$ cat config.mk
export PLATFORM = sky130hd
export DESIGN_NAME = watchdog_reset_status
export DESIGN_NICKNAME = d
export VERILOG_FILES = /design/src/watchdog_pkg.sv /design/src/watchdog_osc_tick.sv /design/src/watchdog_reset_status.sv /design/src/watchdog_unlock_window.sv
export VERILOG_INCLUDE_DIRS = /design/src
export SDC_FILE = /design/constraint.sdc
export NUM_CORES = 1
export LEC_CHECK = 0
export ABC_AREA = 1
export BUFFER_PORTS_ARGS = -buffer_cell sky130_fd_sc_hd__clkbuf_2
export CORE_MARGIN = 2
export CORE_UTILIZATION = 49
export DETAILED_ROUTE_END_ITERATION = 16
export PLACE_DENSITY = 0.87
export RECOVER_POWER = 100
export SLEW_MARGIN = 20
export SYNTH_ARGS = -nofsm -noshare
export SYNTH_HDL_FRONTEND = slang
export SYNTH_SLANG_ARGS = --single-unit
$ cat constraint.sdc
create_clock -name i_sys_clk -period 1.8 [get_ports i_sys_clk]
set_clock_uncertainty 0.2 [all_clocks]
set_input_delay 0.09 -clock i_sys_clk [delete_from_list [all_inputs] [get_ports i_sys_clk]]
set_output_delay 0.09 -clock i_sys_clk [all_outputs]
set_load 0.02 [all_outputs]
$ cat src/watchdog_map.svh
// Purpose: Offsets, field positions, reset values and counts of the watchdog block
// Assumes: Included by its bare name after the package
// Notes:   Definitions only
`ifndef WATCHDOG_MAP_SVH
`define WATCHDOG_MAP_SVH

// ****************************************************************
// Register offsets
// ****************************************************************
`define RCS_DS_OFF      16'h0054
`define RCS_IO_OFF      6'h34
`define WCS_DS_OFF      16'h0060

// ****************************************************************
// Field positions
// ****************************************************************
`define RCS_SCAN_BIT    4
`define RCS_WDOG_BIT    3
`define RCS_BOD_BIT     2
`define RCS_PIN_BIT     1
`define RCS_POR_BIT     0
`define WCS_IRQ_FLAG    7
`define WCS_IRQ_EN      6
`define WCS_PER_MSB     5
`define WCS_UNLOCK      4
`define WCS_RST_EN      3
`define WCS_PER_LO_H    2
`define WCS_PER_LO_L    0

// ****************************************************************
// Reset values and counts
// ****************************************************************
`define RCS_RESET       5'h00
`define RCS_POR_VALUE   5'h01
`define PER_RESET       4'h0
`define PER_BASE        21'h000800
`define PER_CODE_MAX    4'h9
`define UNLOCK_CYCLES   3'h4
`define READ_IDLE       8'h00

`endif

$ cat src/watchdog_pkg.sv
// Purpose: Types shared by the watchdog block
// Assumes: Nothing
// Notes:   Constants live in watchdog_map.svh
package watchdog_pkg;

    typedef enum logic [1:0] {
        MODE_STOP,
        MODE_IRQ,
        MODE_RST,
        MODE_IRQ_RST
    } wd_mode_t;

    // Reset causes from the reset generator, one-cycle pulses
    typedef struct packed {
        logic scan;
        logic pin;
        logic bod;
    } reset_src_t;

    // Reset cause flags as they sit in the status register
    typedef struct packed {
        logic scan;
        logic wdog;
        logic bod;
        logic pin;
        logic por;
    } cause_flags_t;

endpackage

$ cat src/watchdog_osc_tick.sv
// Purpose: Turns the slow oscillator pin into one-cycle ticks
// Assumes: Oscillator far slower than the system clock
// Notes:   Two-flop synchroniser, edge seen on the second flop only
module watchdog_osc_tick (
    input  wire logic i_sys_clk,
    input  wire logic i_rst,
    input  wire logic i_osc,
    output logic      o_tick
);
    logic meta_q;
    logic sync_q;
    logic prev_q;

    always_ff @(posedge i_sys_clk)
    begin
        if (i_rst)
        begin
            meta_q <= 1'b0;
            sync_q <= 1'b0;
            prev_q <= 1'b0;
        end
        else
        begin
            meta_q <= i_osc;
            sync_q <= meta_q;
            prev_q <= sync_q;
        end
    end

    // One tick per oscillator rise
    assign o_tick = sync_q & ~prev_q;
endmodule

$ cat src/watchdog_reset_status.sv
// Purpose: Watchdog timer, its control register and the reset cause register
// Assumes: i_rst is the power-on reset; other resets arrive as cause pulses
// Notes:   Read data is registered, valid the cycle after the read strobe
// What this block does
// - Scan-chain reset sets bit 4; power-on or a written zero clears it
// - Watchdog reset sets bit 3; power-on or a written zero clears it
// - Brown-out reset sets bit 2; power-on or a written zero clears it
// - Pin reset sets bit 1; power-on or a written zero clears it
// - Power-on sets bit 0; only a written zero clears it
// - Time-out in interrupt operation sets the interrupt flag, bit 7
// - Vector execution or a written one clears the interrupt flag
// - Interrupt taken only with global enable, bit 6 enable and flag pending
// - Vector in combined mode clears enable and flag, leaving reset mode
// - Combined mode: second time-out before the vector gives a system reset
// - Enable pair selects stopped, interrupt, reset or interrupt-then-reset
// - Programmed fuse forces reset mode whatever the enables hold
// - Clearing reset enable or changing period needs unlock; unlock lasts four clocks
// - Reset enable reads set while the watchdog reset flag is set
// - Period select bits 5 and 2:0; 2048 doubling to 1048576 cycles
// - Cause register at data offset 0x54 and short I/O offset 0x34
// - Control register at 0x60 reachable by data-space accesses only
// - Counter counts ticks of the separate slow oscillator
// - Unlock write sets unlock and enable together, then any writes in the next four clocks may change protected fields
// - Restart instruction clears the counter
// - Reset mode time-out gives a one-clock system reset pulse
`include "watchdog_map.svh"

module watchdog_reset_status (
    input  wire logic                       i_sys_clk,
    input  wire logic                       i_rst,
    input  wire logic [15:0]                i_ds_addr,
    input  wire logic                       i_ds_wr,
    input  wire logic                       i_ds_rd,
    input  wire logic [5:0]                 i_io_addr,
    input  wire logic                       i_io_wr,
    input  wire logic                       i_io_rd,
    input  wire logic [7:0]                 i_wdata,
    output logic      [7:0]                 o_rdata,
    input  wire logic                       i_wdr,
    input  wire logic                       i_gie,
    input  wire logic                       i_irq_ack,
    output logic                            o_irq_req,
    output logic                            o_wd_reset,
    input  wire logic                       i_osc_128k,
    input  wire logic                       i_always_on_fuse,
    input  wire watchdog_pkg::reset_src_t   i_reset_src
);

    // ****************************************************************
    // Helpers
    // ****************************************************************
    // Set wins over a clear arriving in the same cycle
    function automatic logic flag_next(input logic q, input logic set, input logic clr);
        return set | (q & ~clr);
    endfunction

    // Last count of a period; reserved codes run as the longest period
    function automatic logic [19:0] period_last(input logic [3:0] code);
        logic [3:0]  sel;
        logic [20:0] span;
        sel  = (code > `PER_CODE_MAX) ? `PER_CODE_MAX : code;
        span = `PER_BASE << sel;
        return span[19:0] - 20'h00001;
    endfunction

    // ****************************************************************
    // Decode
    // ****************************************************************
    logic rcs_ds_hit;
    logic rcs_io_hit;
    logic wcs_ds_hit;
    logic rcs_wr;
    logic rcs_rd;
    logic wcs_wr;
    logic wcs_rd;

    assign rcs_ds_hit = (i_ds_addr == `RCS_DS_OFF);
    assign rcs_io_hit = (i_io_addr == `RCS_IO_OFF);
    // Short I/O cannot reach the control register
    assign wcs_ds_hit = (i_ds_addr == `WCS_DS_OFF);
    assign rcs_wr     = (i_ds_wr & rcs_ds_hit) | (i_io_wr & rcs_io_hit);
    assign rcs_rd     = (i_ds_rd & rcs_ds_hit) | (i_io_rd & rcs_io_hit);
    assign wcs_wr     = i_ds_wr & wcs_ds_hit;
    assign wcs_rd     = i_ds_rd & wcs_ds_hit;

    // ****************************************************************
    // Fuse synchroniser and oscillator ticks
    // ****************************************************************
    logic fuse_meta_q;
    logic fuse_q;
    logic fuse_prog;
    logic tick;

    // Fuse is static, but still crosses in through two flops
    always_ff @(posedge i_sys_clk)
    begin
        if (i_rst)
        begin
            fuse_meta_q <= 1'b1;
            fuse_q      <= 1'b1;
        end
        else
        begin
            fuse_meta_q <= i_always_on_fuse;
            fuse_q      <= fuse_meta_q;
        end
    end

    assign fuse_prog = ~fuse_q;

    watchdog_osc_tick u_tick (
        .i_sys_clk (i_sys_clk),
        .i_rst     (i_rst),
        .i_osc     (i_osc_128k),
        .o_tick    (tick)
    );

    // ****************************************************************
    // Control register state
    // ****************************************************************
    logic                       timeout_irq_flag_q;
    logic                       timeout_irq_flag_d;
    logic                       timeout_irq_enable_q;
    logic                       timeout_irq_enable_d;
    logic                       wde_q;
    logic                       wde_d;
    logic [3:0]                 per_q;
    logic [3:0]                 per_d;
    logic [3:0]                 per_wr;
    logic                       unlock_active;
    logic                       unlock_start;
    logic                       wd_reset_q;
    logic                       sys_rst_evt;
    logic                       wde_eff;
    logic                       timeout_irq_enable_eff;
    watchdog_pkg::wd_mode_t     mode;
    watchdog_pkg::cause_flags_t flags_q;
    watchdog_pkg::cause_flags_t flags_d;

    // Any non-power-on reset returns the control register to its reset state
    assign sys_rst_evt = wd_reset_q | i_reset_src.scan | i_reset_src.pin | i_reset_src.bod;

    assign wde_eff  = wde_q | flags_q.wdog | fuse_prog;
    assign timeout_irq_enable_eff = timeout_irq_enable_q & ~fuse_prog;

    assign mode = fuse_prog            ? watchdog_pkg::MODE_RST :
                  (wde_eff & timeout_irq_enable_eff) ? watchdog_pkg::MODE_IRQ_RST :
                  timeout_irq_enable_eff             ? watchdog_pkg::MODE_IRQ :
                  wde_eff              ? watchdog_pkg::MODE_RST :
                                         watchdog_pkg::MODE_STOP;

    // Window opens only when unlock and enable are written as ones together
    assign unlock_start = wcs_wr & i_wdata[`WCS_UNLOCK] & i_wdata[`WCS_RST_EN];

    watchdog_unlock_window u_unlock (
        .i_sys_clk (i_sys_clk),
        .i_rst     (i_rst),
        .i_start   (unlock_start),
        .i_clear   (sys_rst_evt),
        .o_active  (unlock_active)
    );

    // ****************************************************************
    // Time-out counter
    // ****************************************************************
    logic [19:0] count_q;
    logic [19:0] count_d;
    logic        timeout;
    logic        set_timeout_irq_flag;
    logic        fire_rst;

    assign timeout = tick & (count_q == period_last(per_q))
                   & (mode != watchdog_pkg::MODE_STOP);

    assign count_d = (sys_rst_evt | i_wdr | (mode == watchdog_pkg::MODE_STOP)) ? 20'h00000 :
                     timeout ? 20'h00000 :
                     tick    ? count_q + 20'h00001 : count_q;

    always_comb
    begin
        set_timeout_irq_flag = 1'b0;
        fire_rst = 1'b0;
        unique case (mode)
            watchdog_pkg::MODE_STOP:
            begin
                set_timeout_irq_flag = 1'b0;
            end
            watchdog_pkg::MODE_IRQ:
            begin
                set_timeout_irq_flag = timeout;
            end
            watchdog_pkg::MODE_RST:
            begin
                fire_rst = timeout;
            end
            watchdog_pkg::MODE_IRQ_RST:
            begin
                // Pending interrupt not yet served: escalate to reset
                set_timeout_irq_flag = timeout & ~timeout_irq_flag_q;
                fire_rst = timeout & timeout_irq_flag_q;
            end
        endcase
    end

    // ****************************************************************
    // Next-state of the control fields
    // ****************************************************************
    logic ack_combined;

    assign ack_combined = i_irq_ack & (mode == watchdog_pkg::MODE_IRQ_RST);

    assign timeout_irq_flag_d = sys_rst_evt ? 1'b0 :
                    flag_next(timeout_irq_flag_q, set_timeout_irq_flag,
                              i_irq_ack | (wcs_wr & i_wdata[`WCS_IRQ_FLAG]));

    assign timeout_irq_enable_d = sys_rst_evt  ? 1'b0 :
                    ack_combined ? 1'b0 :
                    wcs_wr       ? i_wdata[`WCS_IRQ_EN] : timeout_irq_enable_q;

    // Setting the enable is always allowed; clearing needs the window
    assign wde_d = sys_rst_evt ? 1'b0 :
                   (wcs_wr & i_wdata[`WCS_RST_EN]) ? 1'b1 :
                   (wcs_wr & unlock_active)        ? 1'b0 : wde_q;

    assign per_wr = {i_wdata[`WCS_PER_MSB], i_wdata[`WCS_PER_LO_H:`WCS_PER_LO_L]};
    assign per_d  = sys_rst_evt ? `PER_RESET :
                    (wcs_wr & unlock_active) ? per_wr : per_q;

    always_ff @(posedge i_sys_clk)
    begin
        if (i_rst)
        begin
            timeout_irq_flag_q     <= 1'b0;
            timeout_irq_enable_q     <= 1'b0;
            wde_q      <= 1'b0;
            per_q      <= `PER_RESET;
            count_q    <= 20'h00000;
            wd_reset_q <= 1'b0;
        end
        else
        begin
            timeout_irq_flag_q     <= timeout_irq_flag_d;
            timeout_irq_enable_q     <= timeout_irq_enable_d;
            wde_q      <= wde_d;
            per_q      <= per_d;
            count_q    <= count_d;
            wd_reset_q <= fire_rst;
        end
    end

    assign o_wd_reset = wd_reset_q;
    assign o_irq_req  = i_gie & timeout_irq_enable_eff & timeout_irq_flag_q;

    // ****************************************************************
    // Reset cause flags
    // ****************************************************************
    logic [4:0] rcs_clr;

    // A written zero clears; a written one leaves the flag alone
    assign rcs_clr = rcs_wr ? ~i_wdata[4:0] : 5'h00;

    assign flags_d.scan = flag_next(flags_q.scan, i_reset_src.scan, rcs_clr[`RCS_SCAN_BIT]);
    assign flags_d.wdog = flag_next(flags_q.wdog, wd_reset_q, rcs_clr[`RCS_WDOG_BIT]);
    assign flags_d.bod  = flag_next(flags_q.bod, i_reset_src.bod, rcs_clr[`RCS_BOD_BIT]);
    assign flags_d.pin  = flag_next(flags_q.pin, i_reset_src.pin, rcs_clr[`RCS_PIN_BIT]);
    assign flags_d.por  = flag_next(flags_q.por, 1'b0, rcs_clr[`RCS_POR_BIT]);

    // Power-on clears every cause but its own
    always_ff @(posedge i_sys_clk)
    begin
        if (i_rst)
            flags_q <= `RCS_POR_VALUE;
        else
            flags_q <= flags_d;
    end

    // ****************************************************************
    // Read path
    // ****************************************************************
    logic [7:0] rcs_view;
    logic [7:0] wcs_view;
    logic [7:0] rdata_d;
    logic [7:0] rdata_q;

    assign rcs_view = {3'h0, flags_q};
    assign wcs_view = {timeout_irq_flag_q, timeout_irq_enable_eff, per_q[3], unlock_active, wde_eff, per_q[2:0]};
    assign rdata_d  = rcs_rd ? rcs_view :
                      wcs_rd ? wcs_view : `READ_IDLE;

    always_ff @(posedge i_sys_clk)
    begin
        if (i_rst)
            rdata_q <= `READ_IDLE;
        else
            rdata_q <= rdata_d;
    end

    assign o_rdata = rdata_q;
endmodule

$ cat src/watchdog_unlock_window.sv
// Purpose: Timed window during which protected fields may change
// Assumes: i_start is a single write strobe
// Notes:   Counted in system clocks
`include "watchdog_map.svh"

module watchdog_unlock_window (
    input  wire logic i_sys_clk,
    input  wire logic i_rst,
    input  wire logic i_start,
    input  wire logic i_clear,
    output logic      o_active
);
    logic [2:0] left_q;
    logic [2:0] left_d;

    // Restart reloads; hardware closes the window after four clocks
    assign left_d = i_clear ? 3'h0 :
                    i_start ? `UNLOCK_CYCLES :
                    (left_q != 3'h0) ? left_q - 3'h1 : 3'h0;

    always_ff @(posedge i_sys_clk)
    begin
        if (i_rst)
            left_q <= 3'h0;
        else
            left_q <= left_d;
    end

    assign o_active = (left_q != 3'h0);
endmodule
# [Word-level counts from Yosys, hierarchy flattened]
# Index checks and enable logic that the tools add are counted.
[word_totals] reg_bits=49 input_bits=44 out_inout_bits=10 wordCells=109
[op_classes] n_addsub=3 magnitude_cmp=1 eq_ne=7 shifts=1 mux=14 bitwise=54 n_reduce_logical=9
[ops] op="equality test 16 x 7 -> 1 bit, second input constant" n=2
[ops] op="bitwise AND 1 bit" n=27
[ops] op="adder 20 x 1 -> 20 bit, second input constant" n=1
[ops] op="equality test 20 bit" n=1
[ops] op="<< shifter 12 x 4 -> 20 bit, first input constant" n=1
[ops] op="subtractor 20 x 1 -> 20 bit, second input constant" n=1
[ops] op="2-to-1 mux 5 bit" n=3
[ops] op="bitwise OR 1 bit" n=15
[ops] op="inverter 1 bit" n=11
[ops] op="OR reduction 3 bit" n=3
[ops] op="2-to-1 mux 2 bit" n=4
[ops] op="equality test 6 bit, second input constant" n=1
[ops] op="2-to-1 mux 3 bit" n=2
[ops] op="inverter 5 bit" n=1
[ops] op="equality test 2 bit, second input constant" n=2
[ops] op="greater-than comparator 4 bit, second input constant" n=1
[ops] op="2-to-1 mux 4 bit" n=1
[ops] op="one-hot mux 1 bit (2 select lines)" n=2
[ops] op="nonzero test 2 bit" n=2
[ops] op="OR reduction 4 bit" n=1
[ops] op="nonzero test 3 bit" n=1
[ops] op="subtractor 3 x 1 -> 3 bit, second input constant" n=1
[ops] op="equality test 2 x 1 -> 1 bit, second input constant" n=1
[ops] op="logical NOT 2 bit" n=1
[ops] op="other kinds (2)" n=3

# [Logic depth before layout (Yosys ltp)]
[logic_depth] ltp_word=11 ltp_mapped=15 depth_no_buf=14

# [By module]
# A second synthesis with hierarchy kept.
[unflattened] hier_cells=361 hier_area_um2=2517.4
[modules_own_cells] module="watchdog_reset_status" instances=1 cells_per_inst=334 area_per_inst_um2=2285.9
[modules_own_cells] module="watchdog_unlock_window" instances=1 cells_per_inst=17 area_per_inst_um2=145.1
[modules_own_cells] module="watchdog_osc_tick" instances=1 cells_per_inst=10 area_per_inst_um2=86.3

# [Least setup slack after synthesis]
# No wires, ideal clock.
[synth_path] kind="register -> register" start="register per_q[0]" end="register count_q[13]" arrival_time_ns=1.722 t_required_ns=1.486 setup_slack_ns=-0.236 path_stages_with_launch=16 path_buffers=1 period_less_slack_ns=2.036 cell_sequence="dfxtp_1 -> inv_1 -> nand4_1 -> ha_1 -> inv_1 -> nand2_1 -> nand2_1 -> nor2_1 -> nand2_1 -> nor2_1 -> nand3_1 -> nor2_2 -> nand3_2 -> nand2_2 -> buf_6 -> nor2_1"
[synth_between] elab_chain_cells=8
[synth_rtl] element="start, declared" line_no="watchdog_reset_status.sv:127" source="logic [3:0] per_q;"
[synth_rtl] element="start signal, assigned" line_no="watchdog_reset_status.sv:236" source="per_q <= `PER_RESET;"
[synth_rtl] element="start signal, assigned" line_no="watchdog_reset_status.sv:245" source="per_q <= per_d;"
[synth_rtl] element="greater-than comparator 4 bit (no line)"
[synth_rtl] element="2-to-1 mux 4 bit (*)" line_no="watchdog_reset_status.sv:61" source="sel = (code > `PER_CODE_MAX) ? `PER_CODE_MAX : code;"
[synth_rtl] element="<< shifter 12 x 4 -> 20 bit (no line) (*)"
[synth_rtl] element="subtractor 20 x 1 -> 20 bit (*)" line_no="watchdog_reset_status.sv:63" source="return span[19:0] - 20'h00001;"
[synth_rtl] element="equality test 20 bit (*)" line_no="watchdog_reset_status.sv:172" source="assign timeout = tick & (count_q == period_last(per_q))"
[synth_rtl] element="bitwise AND 1 bit (*)" line_no="watchdog_reset_status.sv:172"
[synth_rtl] element="bitwise AND 1 bit (*)" line_no="watchdog_reset_status.sv:173" source="& (mode != watchdog_pkg::MODE_STOP);"
[synth_rtl] element="OR reduction 3 bit (no line) (*)"
[synth_rtl] element="end signal, assigned" line_no="watchdog_reset_status.sv:246" source="count_q <= count_d;"
[synth_rtl] element="end, declared" line_no="watchdog_reset_status.sv:166" source="logic [19:0] count_q;"
# Every way passes the cells marked *; elsewhere a longest branch is shown, timed or not.
# A chain may end at the register's enable or synchronous reset.

# [Worst setup path after layout]
[layout_path] start="register per_q[1]" end="register count_q[18]"
# Same word-level chain as after synthesis.

==> metrics.csv <==
stage,metric,value,unit
clocking,clock-pin slew on the worst setup and hold paths,90,ps
global_route,vias in the first global route,2765,
sta,Highest Clock Rate,451,MHz
synthesis,Post-Syn Instances,361,
synthesis,Cell variety after synth,29,
global_route,grt ovf,0,
finish,Final Core Density,0.688,
sta,Slew @ Worst Pin,502,ps
floorplan,die width,75.6,um
route,First DRT Iteration DRCs,289,
route,"antenna viol nets, final",0,
worst_setup_path,CP Max Fanout,20,
sta,hold slack final,43.6,ps
worst_setup_path,flop-to-flop setup slack,-420,ps
route,routed via count,2919,
route,Detailed Route WL,7.28,mm
synthesis,mapped cell area,2510,um2
power_and_ir_drop,combinational share of power,0.080,
min_path,Hold WC Path Type,in -> reg,
power_and_ir_drop,Seq pwr share,0.584,
clocking,CTS max path bufs,2,
floorplan,Initial Util,0.501,
floorplan,Die ar.,5710,um2
finish,"most common cell after layout, fill and taps aside",nand2_1,
clocking,CTS tree,done,
power_and_ir_drop,Cell Int Power,0.00145,W
sta,Final WS setup,-417,ps
route,Wirelength per Cell,13.2,um
sta,Rel. slew slack,0.665,
synthesis,Post-synth EDFFs,0,
sta,# setup viols final,28,
clocking,cts bufs inserted,5,
sta,RSZ-0062 raised after global routing,yes,
clocking,Sink Count,49,
worst_setup_path,Setup crit start kind,flip-flop,
sta,Final Hold Violating Endpoints,0,
global_route,initial antenna violation count,0,
finish,layout cells sized above 1,0.243,
synthesis,Mean Syn Cell Area,6.95,um2
synthesis,synthesized flop and latch total,49,
finish,"commonest cells after routing, fill and taps aside","74 x nand2_1, 54 x inv_1, 45 x nor2_1, 45 x dfxtp_1, 42 x clkbuf_2",
global_route,global-route wire length before repair,11.9,mm
floorplan,Core ar.,5010,um2
placement,Detail Placement HPWL,4.52,mm
power_and_ir_drop,Pleak,1.51,nW
worst_setup_path,Worst Path Arrival,2220,ps
power_and_ir_drop,VDD IR max,410,uV
synthesis,Synth Net Count,409,
sta,crit path time final,2220,ps
finish,Final nets,528,
route,via/cell ratio,5.30,
worst_setup_path,"Data required, critical path",1800,ps
power_and_ir_drop,NetSw,0.000427,W
floorplan,top-level port count,54,
clocking,root buf cell,clkbuf_8,
run_status,failing checks,setup timing,
global_route,largest net degree at the start of global routing,21,
floorplan,Die Height,75.6,um
clocking,CTS H-Tree Depth,2,
worst_setup_path,critical path class,reg -> reg,
synthesis,YS warnings,0,
sta,Pins Over Slew Limit,0,
run_status,run status,"finished, violations left",
finish,Synth-to-Final Area Change,37.5,%
run,max_cap viols,0,
placement,RD Place Congestion,0.895,
route,Initial DRT Pass Iterations,8,
route,Residual DRC,0,
worst_setup_path,crit end category,flip-flop,
power_and_ir_drop,PwrDens,545,nW/um2
sta,final worst path period share,1.23,
power_and_ir_drop,sw frac,0.228,
clocking,"Clk Latency, worst-skew pair",300,ps
finish,Inserted Diodes,0,
power_and_ir_drop,clock share of power,0.336,
synthesis,asr flop ratio synth,0,
placement,Port Buffers,53,
synthesis,"Top FF cell, synth",dfxtp_1,
global_route,GRT Total Usage,0.273,
synthesis,sequential share of the synthesized area,0.391,
floorplan,FP Rows,26,
cell usage after synthesis, drive strengths merged (4+ instances only):
| cell type | number | area [um2] |
|---|---|---|
| a21oi | 20 | 115 |
| inv | 60 | 228 |
| nor3 | 8 | 40.0 |
| o21ai | 16 | 80.1 |
| ha | 4 | 50.1 |
| nand3 | 26 | 135 |
| nand2 | 79 | 309 |
| or2 | 5 | 31.3 |
| xor2 | 15 | 131 |
| nand4 | 17 | 106 |
| nor2 | 51 | 216 |
| dfxtp | 49 | 981 |
layout make-up:
type	count	area, um2
fill	388	1560
multi-input combinational	249	1290
sequential	49	986
timing repair buffer	115	777
inverter	60	230
tap	70	87.6
clock buffer	8	80.1
critical path, stage by stage (launching register included):
cell	delay [ps]
dfxtp_2	330
inv_2	60
nand4_1	140
ha_1	330
inv_1	40
nand2_1	50
nand2_1	40
nor2_1	90
nand2_1	60
nor2_1	90
nand3_1	110
nor2_2	150
nand3_2	100
nand2_2	100
buf_12	160
nor2_1	60
sequential cells by signal, summed over array words and instances, names as in the netlist, 3 cells and up:
signal           flops
count_q             20
o_rdata              8
flags_q              5
per_q                4
u_unlock.left_q      3
layer usage:
metal  track usage  wire [um]  vias to the layer above  part of all wire
met5             0          0                        -                 0
met3        0.0556        590                       52             0.081
met1         0.337       2860                     1312              0.39
li1              -          -                     1383                 -
met2         0.440       3450                      172              0.47
met4         0.162        374                        0             0.051
logic make-up after synthesis:
logic type / after synthesis / share of synthesized area
adders and majority gates: 4 / 0.0200
buffers and inverters: 63 / 0.101
and+or+nand+nor: 190 / 0.345
DFF: 49 / 0.391
xor gates and xnor gates: 17 / 0.0594
AOI/OAI and AO/OA: 38 / 0.0838
power by group through the flow:
stage               combinational, W  sequential [W]  clock (W)
floorplan                  0.0000407         0.00112          0
global placement            0.000103         0.00112          0
detailed placement          0.000107         0.00112          0
CTS                         0.000143         0.00110   0.000628
global route                0.000163         0.00110   0.000683
finish                      0.000150         0.00110   0.000631
final timing paths:
path,startpoint,to,cells after the start
max,per_q[1],count_q[18],15
min,i_wdr,count_q[9],5
max reg2reg,per_q[1],count_q[18],15
min reg2reg,u_tick.meta_q,u_tick.sync_q,2
what timing repair did:
item                                    CTS  global route
hold endpoints to repair                 22             0
buffers inserted                          5             1
endpoints found under the setup margin   22            26
pin swaps                                 0             2
hold buffers                             22             0
resized for setup                         3             7
per-stage QoR:
stage          std cells  setup TNS [ps]  cell area, um2  setup slack, ps  total power, W
6_report             551           -8900            3450             -417         0.00188
5_1_grt              551          -14290            3450             -623         0.00194
4_1_cts              550           -8300            3460             -401         0.00187
3_5_place_dp         515           -7610            3110             -370         0.00123
3_3_place_gp         515           -4950            3110             -248         0.00122
2_1_floorplan        361           -3660            2510             -196         0.00116
Note: power is estimated with default switching activity, not from simulation.
